`config.mk`:
```
export PLATFORM = sky130hd
export DESIGN_NAME = proximity_ambient_tracker
export DESIGN_NICKNAME = d
export VERILOG_FILES = /design/src/prox_pkg.sv /design/src/abs_cmp.sv /design/src/proximity_ambient_tracker.sv
export SDC_FILE = /design/constraint.sdc
export NUM_CORES = 2
export LEC_CHECK = 0
export ABC_AREA = 1
export BUFFER_PORTS_ARGS = -buffer_cell sky130_fd_sc_hd__buf_2
export CAP_MARGIN = 40
export CORE_ASPECT_RATIO = 1.5
export CORE_MARGIN = 2
export CORE_UTILIZATION = 35
export DETAILED_ROUTE_END_ITERATION = 8
export HOLD_SLACK_MARGIN = 0.08
export PLACE_DENSITY = 0.55
export SLEW_MARGIN = 30
export SYNTH_ARGS = -nofsm -noshare
export SYNTH_HDL_FRONTEND = slang
export SYNTH_SLANG_ARGS = --single-unit
```
`constraint.sdc`:
```
create_clock -name sys_clk -period 14.5 [get_ports sys_clk]
set_input_delay 2.175 -clock sys_clk [delete_from_list [all_inputs] [get_ports sys_clk]]
set_output_delay 2.175 -clock sys_clk [all_outputs]
set_load 0.03 [all_outputs]
```
`src/prox_pkg.sv`:
```
// package: register map, field positions and timing constants for the proximity tracker
package prox_pkg;
  localparam logic [9:0]  ADDR_SKIP_CFG   = 10'h002;
  localparam logic [9:0]  ADDR_LEVEL_CFG  = 10'h003;
  localparam logic [9:0]  ADDR_RECAL_CFG  = 10'h004;
  localparam logic [9:0]  ADDR_SPAN_BASE  = 10'h010;
  localparam logic [9:0]  ADDR_AMB_BASE   = 10'h020;
  localparam logic [9:0]  ADDR_STATUS     = 10'h030;
  localparam logic [15:0] SKIP_CFG_RST    = 16'h0000;
  localparam logic [15:0] LEVEL_CFG_RST   = 16'h0000;
  localparam logic [15:0] RECAL_CFG_RST   = 16'h0000;
  localparam int SKIP_LSB  = 0;
  localparam int SKIP_W    = 4;
  localparam int FPCNT_LSB = 4;
  localparam int LPCNT_LSB = 8;
  localparam int HOVER_LSB = 0;
  localparam int HOVER_W   = 8;
  localparam int RATE_LSB  = 8;
  localparam int RATE_W    = 6;
  localparam int UPD_LSB   = 14;
  localparam int FPREC_W   = 10;
  localparam int LPREC_LSB = 10;
  localparam int LEVEL_SHIFT = 4;
  localparam int FP_HOLD_MULT = 16;
  localparam int LP_HOLD_MULT = 4;
  localparam int STAGES    = 8;
  localparam int FQ_DEPTH  = 4;
  // fast queue period per stage slot at decimation 64, in microseconds
  localparam int FQ_BASE_US = 768;
  localparam int CLK_MHZ    = 100;
  localparam int FQ_BASE_CYC = FQ_BASE_US * CLK_MHZ;
endpackage

```
`src/abs_cmp.sv`:
```
// absolute difference comparator used by the three queue comparators
`timescale 1ns/100ps
module abs_cmp (
  // operands
  input  wire logic [15:0] a,
  input  wire logic [15:0] b,
  input  wire logic [17:0] limit,
  // result
  output logic             hit
);
  logic [15:0] diff;
  assign diff = (a > b) ? (a - b) : (b - a);
  assign hit  = {2'b00, diff} > limit;
endmodule

```
`src/proximity_ambient_tracker.sv`:
```
// proximity detection and ambient tracking, one stage slot per conversion result
`timescale 1ns/100ps
module proximity_ambient_tracker
  import prox_pkg::*;
(
  // clock and reset
  input  wire logic        sys_clk,
  input  wire logic        rstn,
  // register port
  input  wire logic [9:0]  reg_addr,
  input  wire logic [15:0] reg_wdata,
  input  wire logic        reg_wr,
  input  wire logic        reg_rd,
  output logic [15:0]      reg_rdata,
  // converter results, same clock
  input  wire logic        conv_valid,
  input  wire logic [2:0]  conv_stage,
  input  wire logic [15:0] conv_data,
  input  wire logic        seq_done,
  input  wire logic        low_power,
  // status
  output logic             proximity,
  output logic             int_out
);
  // ****************************************
  // registers
  // ****************************************
  logic [15:0] skip_cfg_reg, level_cfg_reg, recal_cfg_reg;
  logic [15:0] span_reg [STAGES];
  logic [15:0] amb_reg  [STAGES];
  logic [15:0] fq_reg   [STAGES][FQ_DEPTH];
  logic [15:0] sq_reg   [STAGES];
  logic [3:0]  skip_reg [STAGES];
  logic [9:0]  hold_reg, recal_reg;
  logic [15:0] rdata_next;
  logic        prox_reg, int_reg;
  logic        hover_excess_seen;

  wire logic [3:0]  fast_queue_skip_count = skip_cfg_reg[SKIP_LSB +: SKIP_W];
  wire logic [3:0]  full_power_hold_count = skip_cfg_reg[FPCNT_LSB +: 4];
  wire logic [3:0]  low_power_hold_count  = skip_cfg_reg[LPCNT_LSB +: 4];
  wire logic [7:0]  hover_level      = level_cfg_reg[HOVER_LSB +: HOVER_W];
  wire logic [5:0]  approach_level   = level_cfg_reg[RATE_LSB +: RATE_W];
  wire logic [1:0]  ambient_update_level = level_cfg_reg[UPD_LSB +: 2];
  wire logic [9:0]  full_power_recal_timeout = recal_cfg_reg[FPREC_W-1:0];
  wire logic [5:0]  low_power_recal_timeout  = recal_cfg_reg[15:LPREC_LSB];

  // ****************************************
  // per-stage datapath
  // ****************************************
  wire logic [2:0]  st = conv_stage;
  wire logic [15:0] fast_sample_one   = fq_reg[st][1];
  wire logic [15:0] fast_sample_three = fq_reg[st][3];
  wire logic [15:0] slow_sample_zero  = conv_data;
  wire logic [15:0] slow_sample_one   = sq_reg[st];
  wire logic [15:0] ambient           = amb_reg[st];
  wire logic [17:0] fq_sum = 18'(fq_reg[st][0]) + 18'(fq_reg[st][1])
                           + 18'(fq_reg[st][2]) + 18'(fq_reg[st][3]);
  wire logic [15:0] fq_avg = fq_sum[17:2];
  // a counter left above a lowered skip count restarts at once instead of wrapping
  wire logic        fq_take = conv_valid && (skip_reg[st] >= fast_queue_skip_count);
  wire logic [17:0] rate_lim  = {8'h00, approach_level, 4'h0};
  wire logic [17:0] hover_lim = {6'h00, hover_level, 4'h0};
  wire logic [17:0] upd_lim   = {16'h0000, ambient_update_level};
  logic approach_hit, hover_hit, update_hit;

  abs_cmp u_approach (.a(fast_sample_one), .b(fast_sample_three), .limit(rate_lim),
                      .hit(approach_hit));
  abs_cmp u_hover (.a(fq_avg), .b(ambient), .limit(hover_lim),
                   .hit(hover_hit));
  abs_cmp u_update (.a(slow_sample_zero), .b(slow_sample_one), .limit(upd_lim),
                    .hit(update_hit));

  wire logic prox_now   = conv_valid && (approach_hit || hover_hit);
  wire logic cal_block  = prox_reg || prox_now || (hold_reg != 10'h000);
  wire logic slow_permit = update_hit && !prox_reg && !prox_now;
  wire logic amb_take   = conv_valid && slow_permit && !cal_block;
  wire logic [9:0] hold_load = low_power ? 10'(low_power_hold_count * LP_HOLD_MULT)
                                         : 10'(full_power_hold_count * FP_HOLD_MULT);
  wire logic [9:0] recal_lim = low_power ? {4'h0, low_power_recal_timeout}
                                         : full_power_recal_timeout;
  wire logic hover_excess = conv_valid && hover_hit && (fq_avg > ambient);
  wire logic force_recal  = (recal_lim != 10'h000) && (recal_reg >= recal_lim);
  // trips referenced from ambient with the programmed spans
  wire logic [16:0] upper_trip = 17'(ambient) + 17'(span_reg[st]);
  wire logic [15:0] lower_trip = (ambient > span_reg[st]) ? ambient - span_reg[st] : 16'h0000;
  wire logic touch = conv_valid && ((17'(conv_data) > upper_trip) || (conv_data < lower_trip));

  // ****************************************
  // register port decode
  // ****************************************
  wire logic sel_span = reg_addr[9:3] == ADDR_SPAN_BASE[9:3];
  wire logic sel_amb  = reg_addr[9:3] == ADDR_AMB_BASE[9:3];
  always_comb begin
    rdata_next = 16'h0000;
    if (reg_addr == ADDR_SKIP_CFG) rdata_next = skip_cfg_reg;
    else if (reg_addr == ADDR_LEVEL_CFG) rdata_next = level_cfg_reg;
    else if (reg_addr == ADDR_RECAL_CFG) rdata_next = recal_cfg_reg;
    else if (sel_span) rdata_next = span_reg[reg_addr[2:0]];
    else if (sel_amb) rdata_next = amb_reg[reg_addr[2:0]];
    else if (reg_addr == ADDR_STATUS) rdata_next = {14'h0000, int_reg, prox_reg};
  end

  always_ff @(posedge sys_clk) begin
    if (!rstn) begin
      skip_cfg_reg  <= SKIP_CFG_RST;
      level_cfg_reg <= LEVEL_CFG_RST;
      recal_cfg_reg <= RECAL_CFG_RST;
      reg_rdata     <= 16'h0000;
    end else begin
      if (reg_wr && reg_addr == ADDR_SKIP_CFG) skip_cfg_reg <= reg_wdata;
      if (reg_wr && reg_addr == ADDR_LEVEL_CFG) level_cfg_reg <= reg_wdata;
      if (reg_wr && reg_addr == ADDR_RECAL_CFG) recal_cfg_reg <= reg_wdata;
      if (reg_rd) reg_rdata <= rdata_next;
    end
  end

  // ****************************************
  // per-stage memory
  // ****************************************
  always_ff @(posedge sys_clk) begin
    if (!rstn) begin
      for (int i = 0; i < STAGES; i++) begin
        span_reg[i] <= 16'h0000;
        amb_reg[i]  <= 16'h0000;
        sq_reg[i]   <= 16'h0000;
        skip_reg[i] <= 4'h0;
        for (int j = 0; j < FQ_DEPTH; j++) fq_reg[i][j] <= 16'h0000;
      end
    end else begin
      if (reg_wr && sel_span) span_reg[reg_addr[2:0]] <= reg_wdata;
      if (reg_wr && sel_amb) amb_reg[reg_addr[2:0]] <= reg_wdata;
      if (conv_valid) begin
        skip_reg[st] <= fq_take ? 4'h0 : skip_reg[st] + 4'h1;
        if (fq_take) begin
          fq_reg[st][0] <= conv_data;
          for (int j = 1; j < FQ_DEPTH; j++) fq_reg[st][j] <= fq_reg[st][j-1];
        end
        if (amb_take) begin
          sq_reg[st]  <= conv_data;
          amb_reg[st] <= conv_data;
        end else if (force_recal) begin
          amb_reg[st] <= fq_avg;
        end
      end
    end
  end

  // ****************************************
  // proximity, hold-off and recalibration timers
  // ****************************************
  always_ff @(posedge sys_clk) begin
    if (!rstn) begin
      prox_reg  <= 1'b0;
      int_reg   <= 1'b0;
      hold_reg  <= 10'h000;
      recal_reg <= 10'h000;
    end else begin
      if (conv_valid) prox_reg <= prox_now && !force_recal;
      if (conv_valid) int_reg <= touch;
      if (prox_now) hold_reg <= hold_load;
      else if (seq_done && hold_reg != 10'h000) hold_reg <= hold_reg - 10'h001;
      // cleared only by a conversion, so a timeout reached between results is not lost
      if (conv_valid && (force_recal || !hover_excess)) recal_reg <= 10'h000;
      else if (seq_done && hover_excess_seen) recal_reg <= recal_reg + 10'h001;
    end
  end

  always_ff @(posedge sys_clk) begin
    if (!rstn) hover_excess_seen <= 1'b0;
    else if (conv_valid) hover_excess_seen <= hover_excess;
  end

  assign proximity = prox_reg;
  assign int_out   = int_reg;

  // ****************************************
  // checks
  // ****************************************
  a_prox_from_hits: assert property (@(posedge sys_clk) disable iff (!rstn)
    conv_valid && approach_hit && !force_recal |=> proximity)
    else $error("proximity not set after comparator hit");
  a_int_on_touch: assert property (@(posedge sys_clk) disable iff (!rstn)
    conv_valid |=> (int_out == $past(touch)))
    else $error("interrupt does not follow trip test");
  a_ambient_frozen: assert property (@(posedge sys_clk) disable iff (!rstn)
    conv_valid && prox_now && !force_recal && !(reg_wr && sel_amb)
      |=> amb_reg[$past(st)] == $past(ambient))
    else $error("ambient changed during proximity");
  a_hold_reload: assert property (@(posedge sys_clk) disable iff (!rstn)
    prox_now |=> hold_reg == $past(hold_load))
    else $error("hold count not reloaded");
  a_skip_wrap: assert property (@(posedge sys_clk) disable iff (!rstn)
    fq_take |=> skip_reg[$past(st)] == 4'h0)
    else $error("skip counter not cleared on entry");
  a_slow_gate: assert property (@(posedge sys_clk) disable iff (!rstn)
    amb_take |-> update_hit && !prox_reg)
    else $error("slow queue fed without permission");
  a_no_cal_hold: assert property (@(posedge sys_clk) disable iff (!rstn)
    hold_reg != 10'h000 |-> !amb_take)
    else $error("calibration during hold-off");
  a_recal_clear: assert property (@(posedge sys_clk) disable iff (!rstn)
    conv_valid && force_recal |=> recal_reg == 10'h000)
    else $error("recal timer not cleared");
  c_prox: cover property (@(posedge sys_clk) disable iff (!rstn) $rose(proximity));
  c_touch: cover property (@(posedge sys_clk) disable iff (!rstn) $rose(int_out));
  c_amb: cover property (@(posedge sys_clk) disable iff (!rstn) amb_take);
  c_recal: cover property (@(posedge sys_clk) disable iff (!rstn) force_recal);
endmodule

```
==> Yosys cells after proc, flatten, opt, wreduce, memory -nomap -nowiden <==
Memories as Yosys holds them, arrays and structs flattened.
Index checks and enable logic that the tools add are counted.
{ "classes": {"n_lt_le_gt_ge": 11, "add_sub_neg": 14, "n_reduce_logical": 39, "div_mod_pow": 0, "multipliers": 0, "eq_ne": 6, "shifts": 0, "mux": 57, "n_bitwise": 2} }
{ "ops": {"columns": ["cell", "count"], "rows": [
  ["$mux 16", 14],
  ["$sub 16x16->16", 7],
  ["$gt 16x16->1", 4],
  ["$mux 64", 1],
  ["$reduce_or 16->1", 4],
  ["$reduce_or 64->1", 1],
  ["$add 16x16->17", 2],
  ["$mux 10", 3],
  ["$mux 1", 29],
  ["$eq 10x2->1 const B", 2],
  ["$reduce_bool 10->1", 2],
  ["$logic_and 1x1->1", 19],
  ["$add 17x16->18", 1],
  ["$add 18x16->18", 1],
  ["$mux 3", 6],
  ["$gt 16x17->1", 1],
  ["$gt 16x10->1", 1],
  ["$gt 16x12->1", 1],
  ["$gt 16x2->1", 1],
  ["$lt 16x16->1", 1],
  ["$add 10x1->10 const B", 1],
  ["$eq 10x3->1 const B", 1],
  ["$eq 10x6->1 const B", 1],
  ["$ge 10x10->1", 1],
  ["other kinds (15)", 24]
]} }
{ "totals": {"regBits": 87, "n_memories": 5, "input_bits": 52, "mem_bits_rw": 928, "latchBits": 0, "output_inout_bits": 18, "romBits": 0} }
{ "mem_list": {"columns": ["name", "words", "width", "rd", "rd_ports_with_merged_regs", "wr", "line", "source"], "rows": [
  ["fq_reg", 8, 64, 1, 0, 8, "proximity_ambient_tracker.sv:31", "logic [15:0] fq_reg [STAGES][FQ_DEPTH];"],
  ["amb_reg", 8, 16, 2, 0, 8, "proximity_ambient_tracker.sv:30", "logic [15:0] amb_reg [STAGES];"],
  ["span_reg", 8, 16, 2, 0, 8, "proximity_ambient_tracker.sv:29", "logic [15:0] span_reg [STAGES];"],
  ["sq_reg", 8, 16, 1, 0, 8, "proximity_ambient_tracker.sv:32", "logic [15:0] sq_reg [STAGES];"],
  ["skip_reg", 8, 4, 1, 0, 8, "proximity_ambient_tracker.sv:33", "logic [3:0] skip_reg [STAGES];"]
]} }

==> Longest topological paths before layout <==
An unclocked memory read counts as a cell.
{ "depth": {"ltp_word": 20, "ltp_mapped": 55, "depth_no_buf": 50} }

==> By module <==
From an unflattened synthesis, not the netlist that was laid out.
{ "unflattened": {"hier_cells": 6474, "area_unflattened_um2": 58060.7} }
{ "by_module_without_submodules": {"columns": ["module", "n_inst", "area_each_um2", "cells_per_inst", "seq_area_each_um2"], "rows": [
  ["proximity_ambient_tracker", 1, 50126.8, 4959, 29608.4],
  ["abs_cmp (u_approach ...)", 2, 2656.3, 507, 0.0],
  ["abs_cmp (u_hover)", 1, 2621.3, 501, 0.0]
]} }

==> Worst setup path after synthesis <==
Ideal clock, no wire load.
{ "synth_path": {"kind": "input-to-reg", "start": "input conv_stage[0]", "end": "memory amb_reg[4][0] (enable)", "path_slack_ns": 3.578, "path_stages": 48, "arrival_ns": 10.547, "path_buffers": 10, "cell_sequence": "buf_4 > inv_2 > clkbuf_1 > nor3_1 > clkbuf_1 > clkbuf_1 > buf_1 > nand2_1 > nand4_1 > inv_1 > fa_1 > inv_1 > fa_1 > ha_1 > a21oi_1 > o21ai_0 > a21oi_1 > nand2_1 > [12 not listed] > clkbuf_1 > nand2_1 > o32ai_1 > xnor2_1 > inv_1 > ha_1 > nand2_1 > nor3_1 > nand2_1 > nor2_1 > nand2_1 > o21bai_4 > nand4_4 > o21bai_2 > buf_6 > nand2_2 > buf_2 > nand3_1"} }
{ "synth_lines": {"columns": ["item", "line", "source"], "rows": [
  ["start: declaration", "proximity_ambient_tracker.sv:17", "input wire logic [2:0] conv_stage,"],
  ["end: declaration", "proximity_ambient_tracker.sv:30", null]
]} }

==> impl_metrics.ini <==
[grt]
grt_max_degree = 109
antenna_found_initial = 8
grt_pass1_wl_um = 306900
grt_pass1_vias = 45620
grt.overflow.total = 0
grt_use_total_pct = 25.91

[power_and_ir_drop]
power_switching_mw = 3.078
p_comb_share_pct = 31.3
seq_power_share_pct = 38.7
leakage_nw = 24.80
clkPwrFrac_pct = 30.1
p_sw_share_pct = 35.56
cellPowerDensity_nw_per_um2 = 140.6
internal_power_mw = 5.578
vdd_drop_max_mv = 0.09739

[logic_synthesis]
synthArstFlopShare_pct = 0
syn_inst = 5999
ys_warn_count = 0
synth-seq-area-share_pct = 53.63
avgSynthCellArea_um2 = 9.204
syn-num-nets = 6292
synth_edf_count = 928
syn_area_um2 = 55210
yosys_most_used_dff = edfxtp_1
synth-seq-cells = 1015
synth_cell_type_count = 64

[clock_tree]
cts.sinks = 1015
htreeDepth = 3
cts_resized = 0
clk_pin_slew_ns = 0.06
root_buffer = clkbuf_16
cts_hold_buf = 0
cts_max_path_buffers = 3
postCtsSetupBuffers = 0
cts_made_buffers = 99
insertion_delay_ns = 0.76
cts_tree = yes

[critical_path]
required_ns = 14.94
cp-end-kind = flop
slowest_delay_ns = 0.70
arrival_ns = 12.66
start_kind = primary input
critPathKind = primary input to flop
crit_path_frequent_cell = nand2_1
cp_slowest_cell = buf_4
critPathMaxFanout = 46

[route]
vias = 45940
routedWlPerCell_um = 26.11
wl_um = 212700
drt_iter0_markers = 4471
drc = 0
first_pass_iters = 8
viasPerCell = 5.640
ant_nets = 0

[sta]
worst_slack_ns = 2.285
finalCritPeriodShare_pct = 84.24
grt_setup_unrepaired = no
relSlewSlack_pct = 39.66
timing.fmax_mhz = 81.87
setup_viol = 0
tightest_slew_ns = 0.9050
finalHoldViolCount = 0
finClkSkew_ns = 0.03778
report.final.slew_viol_count = 0
tns_ns = 0
min_period_ns = 12.22
timing.hold.ws_ns = 0.4637

[cells_and_area]
largest_reg_flops = 512
regArea_um2 = 29610
final_cell_mix = nand2_1, nor2_1, edfxtp_1, inv_1, nand3_1
layout-drive-gt1-share_pct = 7.510
fin_util_pct = 39.28
mostFrequentLayoutCell = nand2_1
multi_input_area_um2 = 22190
fillers = 15620
fin_nets = 6283
syn2layout_area_growth_pct = 11.54

[floorplan]
io_pins = 70
dieArea_um2 = 161000
initial_core_util_pct = 35.21
core_area_um2 = 156800
dieWidth_um = 328.3
row_count = 178
die_h_um = 490.4

[status]
status = completed

[placed_design]
dp_hpwl_um = 145800
gp_congestion = 0.9620
port_buffers = 69
place_ws_ns = 1.694

[flow_run]
cap_violations = 0

[hold_path]
hp-class = flop to flop
## power by group through the flow
| stage | registers (mW) | clock network (mW) | logic, mW |
|---|---|---|---|
| after global routing | 3.36 | 2.73 | 2.98 |
| after CTS | 3.35 | 2.63 | 2.68 |
| after floorplan | 3.40 | 0 | 1.83 |
| final | 3.35 | 2.60 | 2.71 |
| after global placement | 3.41 | 0 | 2.67 |
| after detailed placement | 3.41 | 0 | 2.67 |
## stage by stage
stage / instance area [um^2] / power (mW) / cells
2_1_floorplan: 55210 / 5.234 / 5999
3_3_place_gp: 57790 / 6.077 / 7923
3_5_place_dp: 58360 / 6.078 / 7956
4_1_cts: 61520 / 8.655 / 8139
5_1_grt: 61580 / 9.066 / 8143
6_report: 61580 / 8.656 / 8145
## layer usage
metal,global-route usage (%),wire (um),vias to the layer above
li1,-,-,20600
met1,28.45,74290,22470
met2,45.28,105800,2187
met3,4.311,15290,673
met4,18.04,17310,8
met5,0,46,-
## cell type report
type                    instances  share of cell area [%]
flip-flops and latches       1015                   48.08
multi-input cells            4090                   36.04
clock buffers                 129                   4.326
well taps                    2070                   4.206
inverters                     559                   3.434
repair buffers                225                   3.104
clock inverters                54                  0.8025
diodes                          3                 0.01219
## path summary, 6_finish.rpt
kind / start / endpoint / slack (ns) / depth (start not counted)
setup / recovery: conv_stage[2] / amb_reg[7][15]$_DFFE_PP_ / 2.28 / 47
hold reg to reg: reg_rdata[7]$_SDFFE_PN0P_ / reg_rdata[7]$_SDFFE_PN0P_ / 0.46 / 2
hold / removal: reg_rdata[7]$_SDFFE_PN0P_ / reg_rdata[7]$_SDFFE_PN0P_ / 0.46 / 2
setup reg to reg: fq_reg[4][32]$_SDFFCE_PN0P_ / amb_reg[7][15]$_DFFE_PP_ / 4.77 / 42
## synth_stat cells, types with 6 or more instances
| library cell | instances | area, um^2 |
|---|---|---|
| fa_1 | 40 | 800.8 |
| nand3_2 | 8 | 80.08 |
| nand2_1 | 1195 | 4486 |
| inv_2 | 13 | 48.80 |
| buf_2 | 15 | 75.07 |
| o22ai_1 | 45 | 281.5 |
| buf_6 | 8 | 90.09 |
| nand2_2 | 26 | 162.7 |
| xor2_1 | 76 | 665.6 |
| o21ai_1 | 15 | 75.07 |
| o211ai_1 | 13 | 97.59 |
| xnor2_1 | 14 | 122.6 |
| dfxtp_1 | 87 | 1742 |
| buf_1 | 64 | 240.2 |
| o21ai_0 | 213 | 1066 |
| nor4_1 | 6 | 37.54 |
| o21bai_1 | 26 | 195.2 |
| nand4_1 | 90 | 563.0 |
| a211oi_1 | 8 | 60.06 |
| a221oi_1 | 162 | 1419 |
| ha_1 | 201 | 2515 |
| a21oi_1 | 266 | 1331 |
| o2111ai_1 | 14 | 122.6 |
| edfxtp_1 | 928 | 27870 |
| a21o_1 | 13 | 97.59 |
| o221ai_1 | 13 | 113.9 |
| a22oi_1 | 78 | 585.6 |
| clkinv_1 | 81 | 304.0 |
| o2bb2ai_1 | 10 | 87.58 |
| nor3_1 | 31 | 155.2 |
| nand3_1 | 278 | 1391 |
| nor2_1 | 1078 | 4046 |
| buf_8 | 10 | 150.1 |
| nand3b_1 | 8 | 60.06 |
| a22o_1 | 112 | 980.9 |
| inv_1 | 465 | 1745 |
| a31oi_1 | 9 | 56.30 |
| clkbuf_1 | 229 | 859.6 |
## critical path: cells and delay by family
family / cells / cell delay [ns]
AO/OA/AOI/OAI: 10 / 1.87
XOR/XNOR: 2 / 0.33
adder cells (fa/ha/maj): 5 / 2.17
buffers and inverters: 10 / 2.79
AND/OR/NAND/NOR: 20 / 3.23
## cells by family (layout without fill, tap and decap cells)
| logic type | Yosys count | count (layout) | synth area share, % |
|---|---|---|---|
| simple gates | 2733 | 2733 | 20.07 |
| fa+ha+maj | 241 | 241 | 6.005 |
| compound gates | 1024 | 1024 | 12.34 |
| mux | 2 | 2 | 0.03626 |
| buf+inv | 894 | 967 | 6.490 |
| other cells | 0 | 3 | 0 |
| xor+xnor | 90 | 90 | 1.428 |
| flops | 1015 | 1015 | 53.63 |
Power figures use the tool's default switching activity.
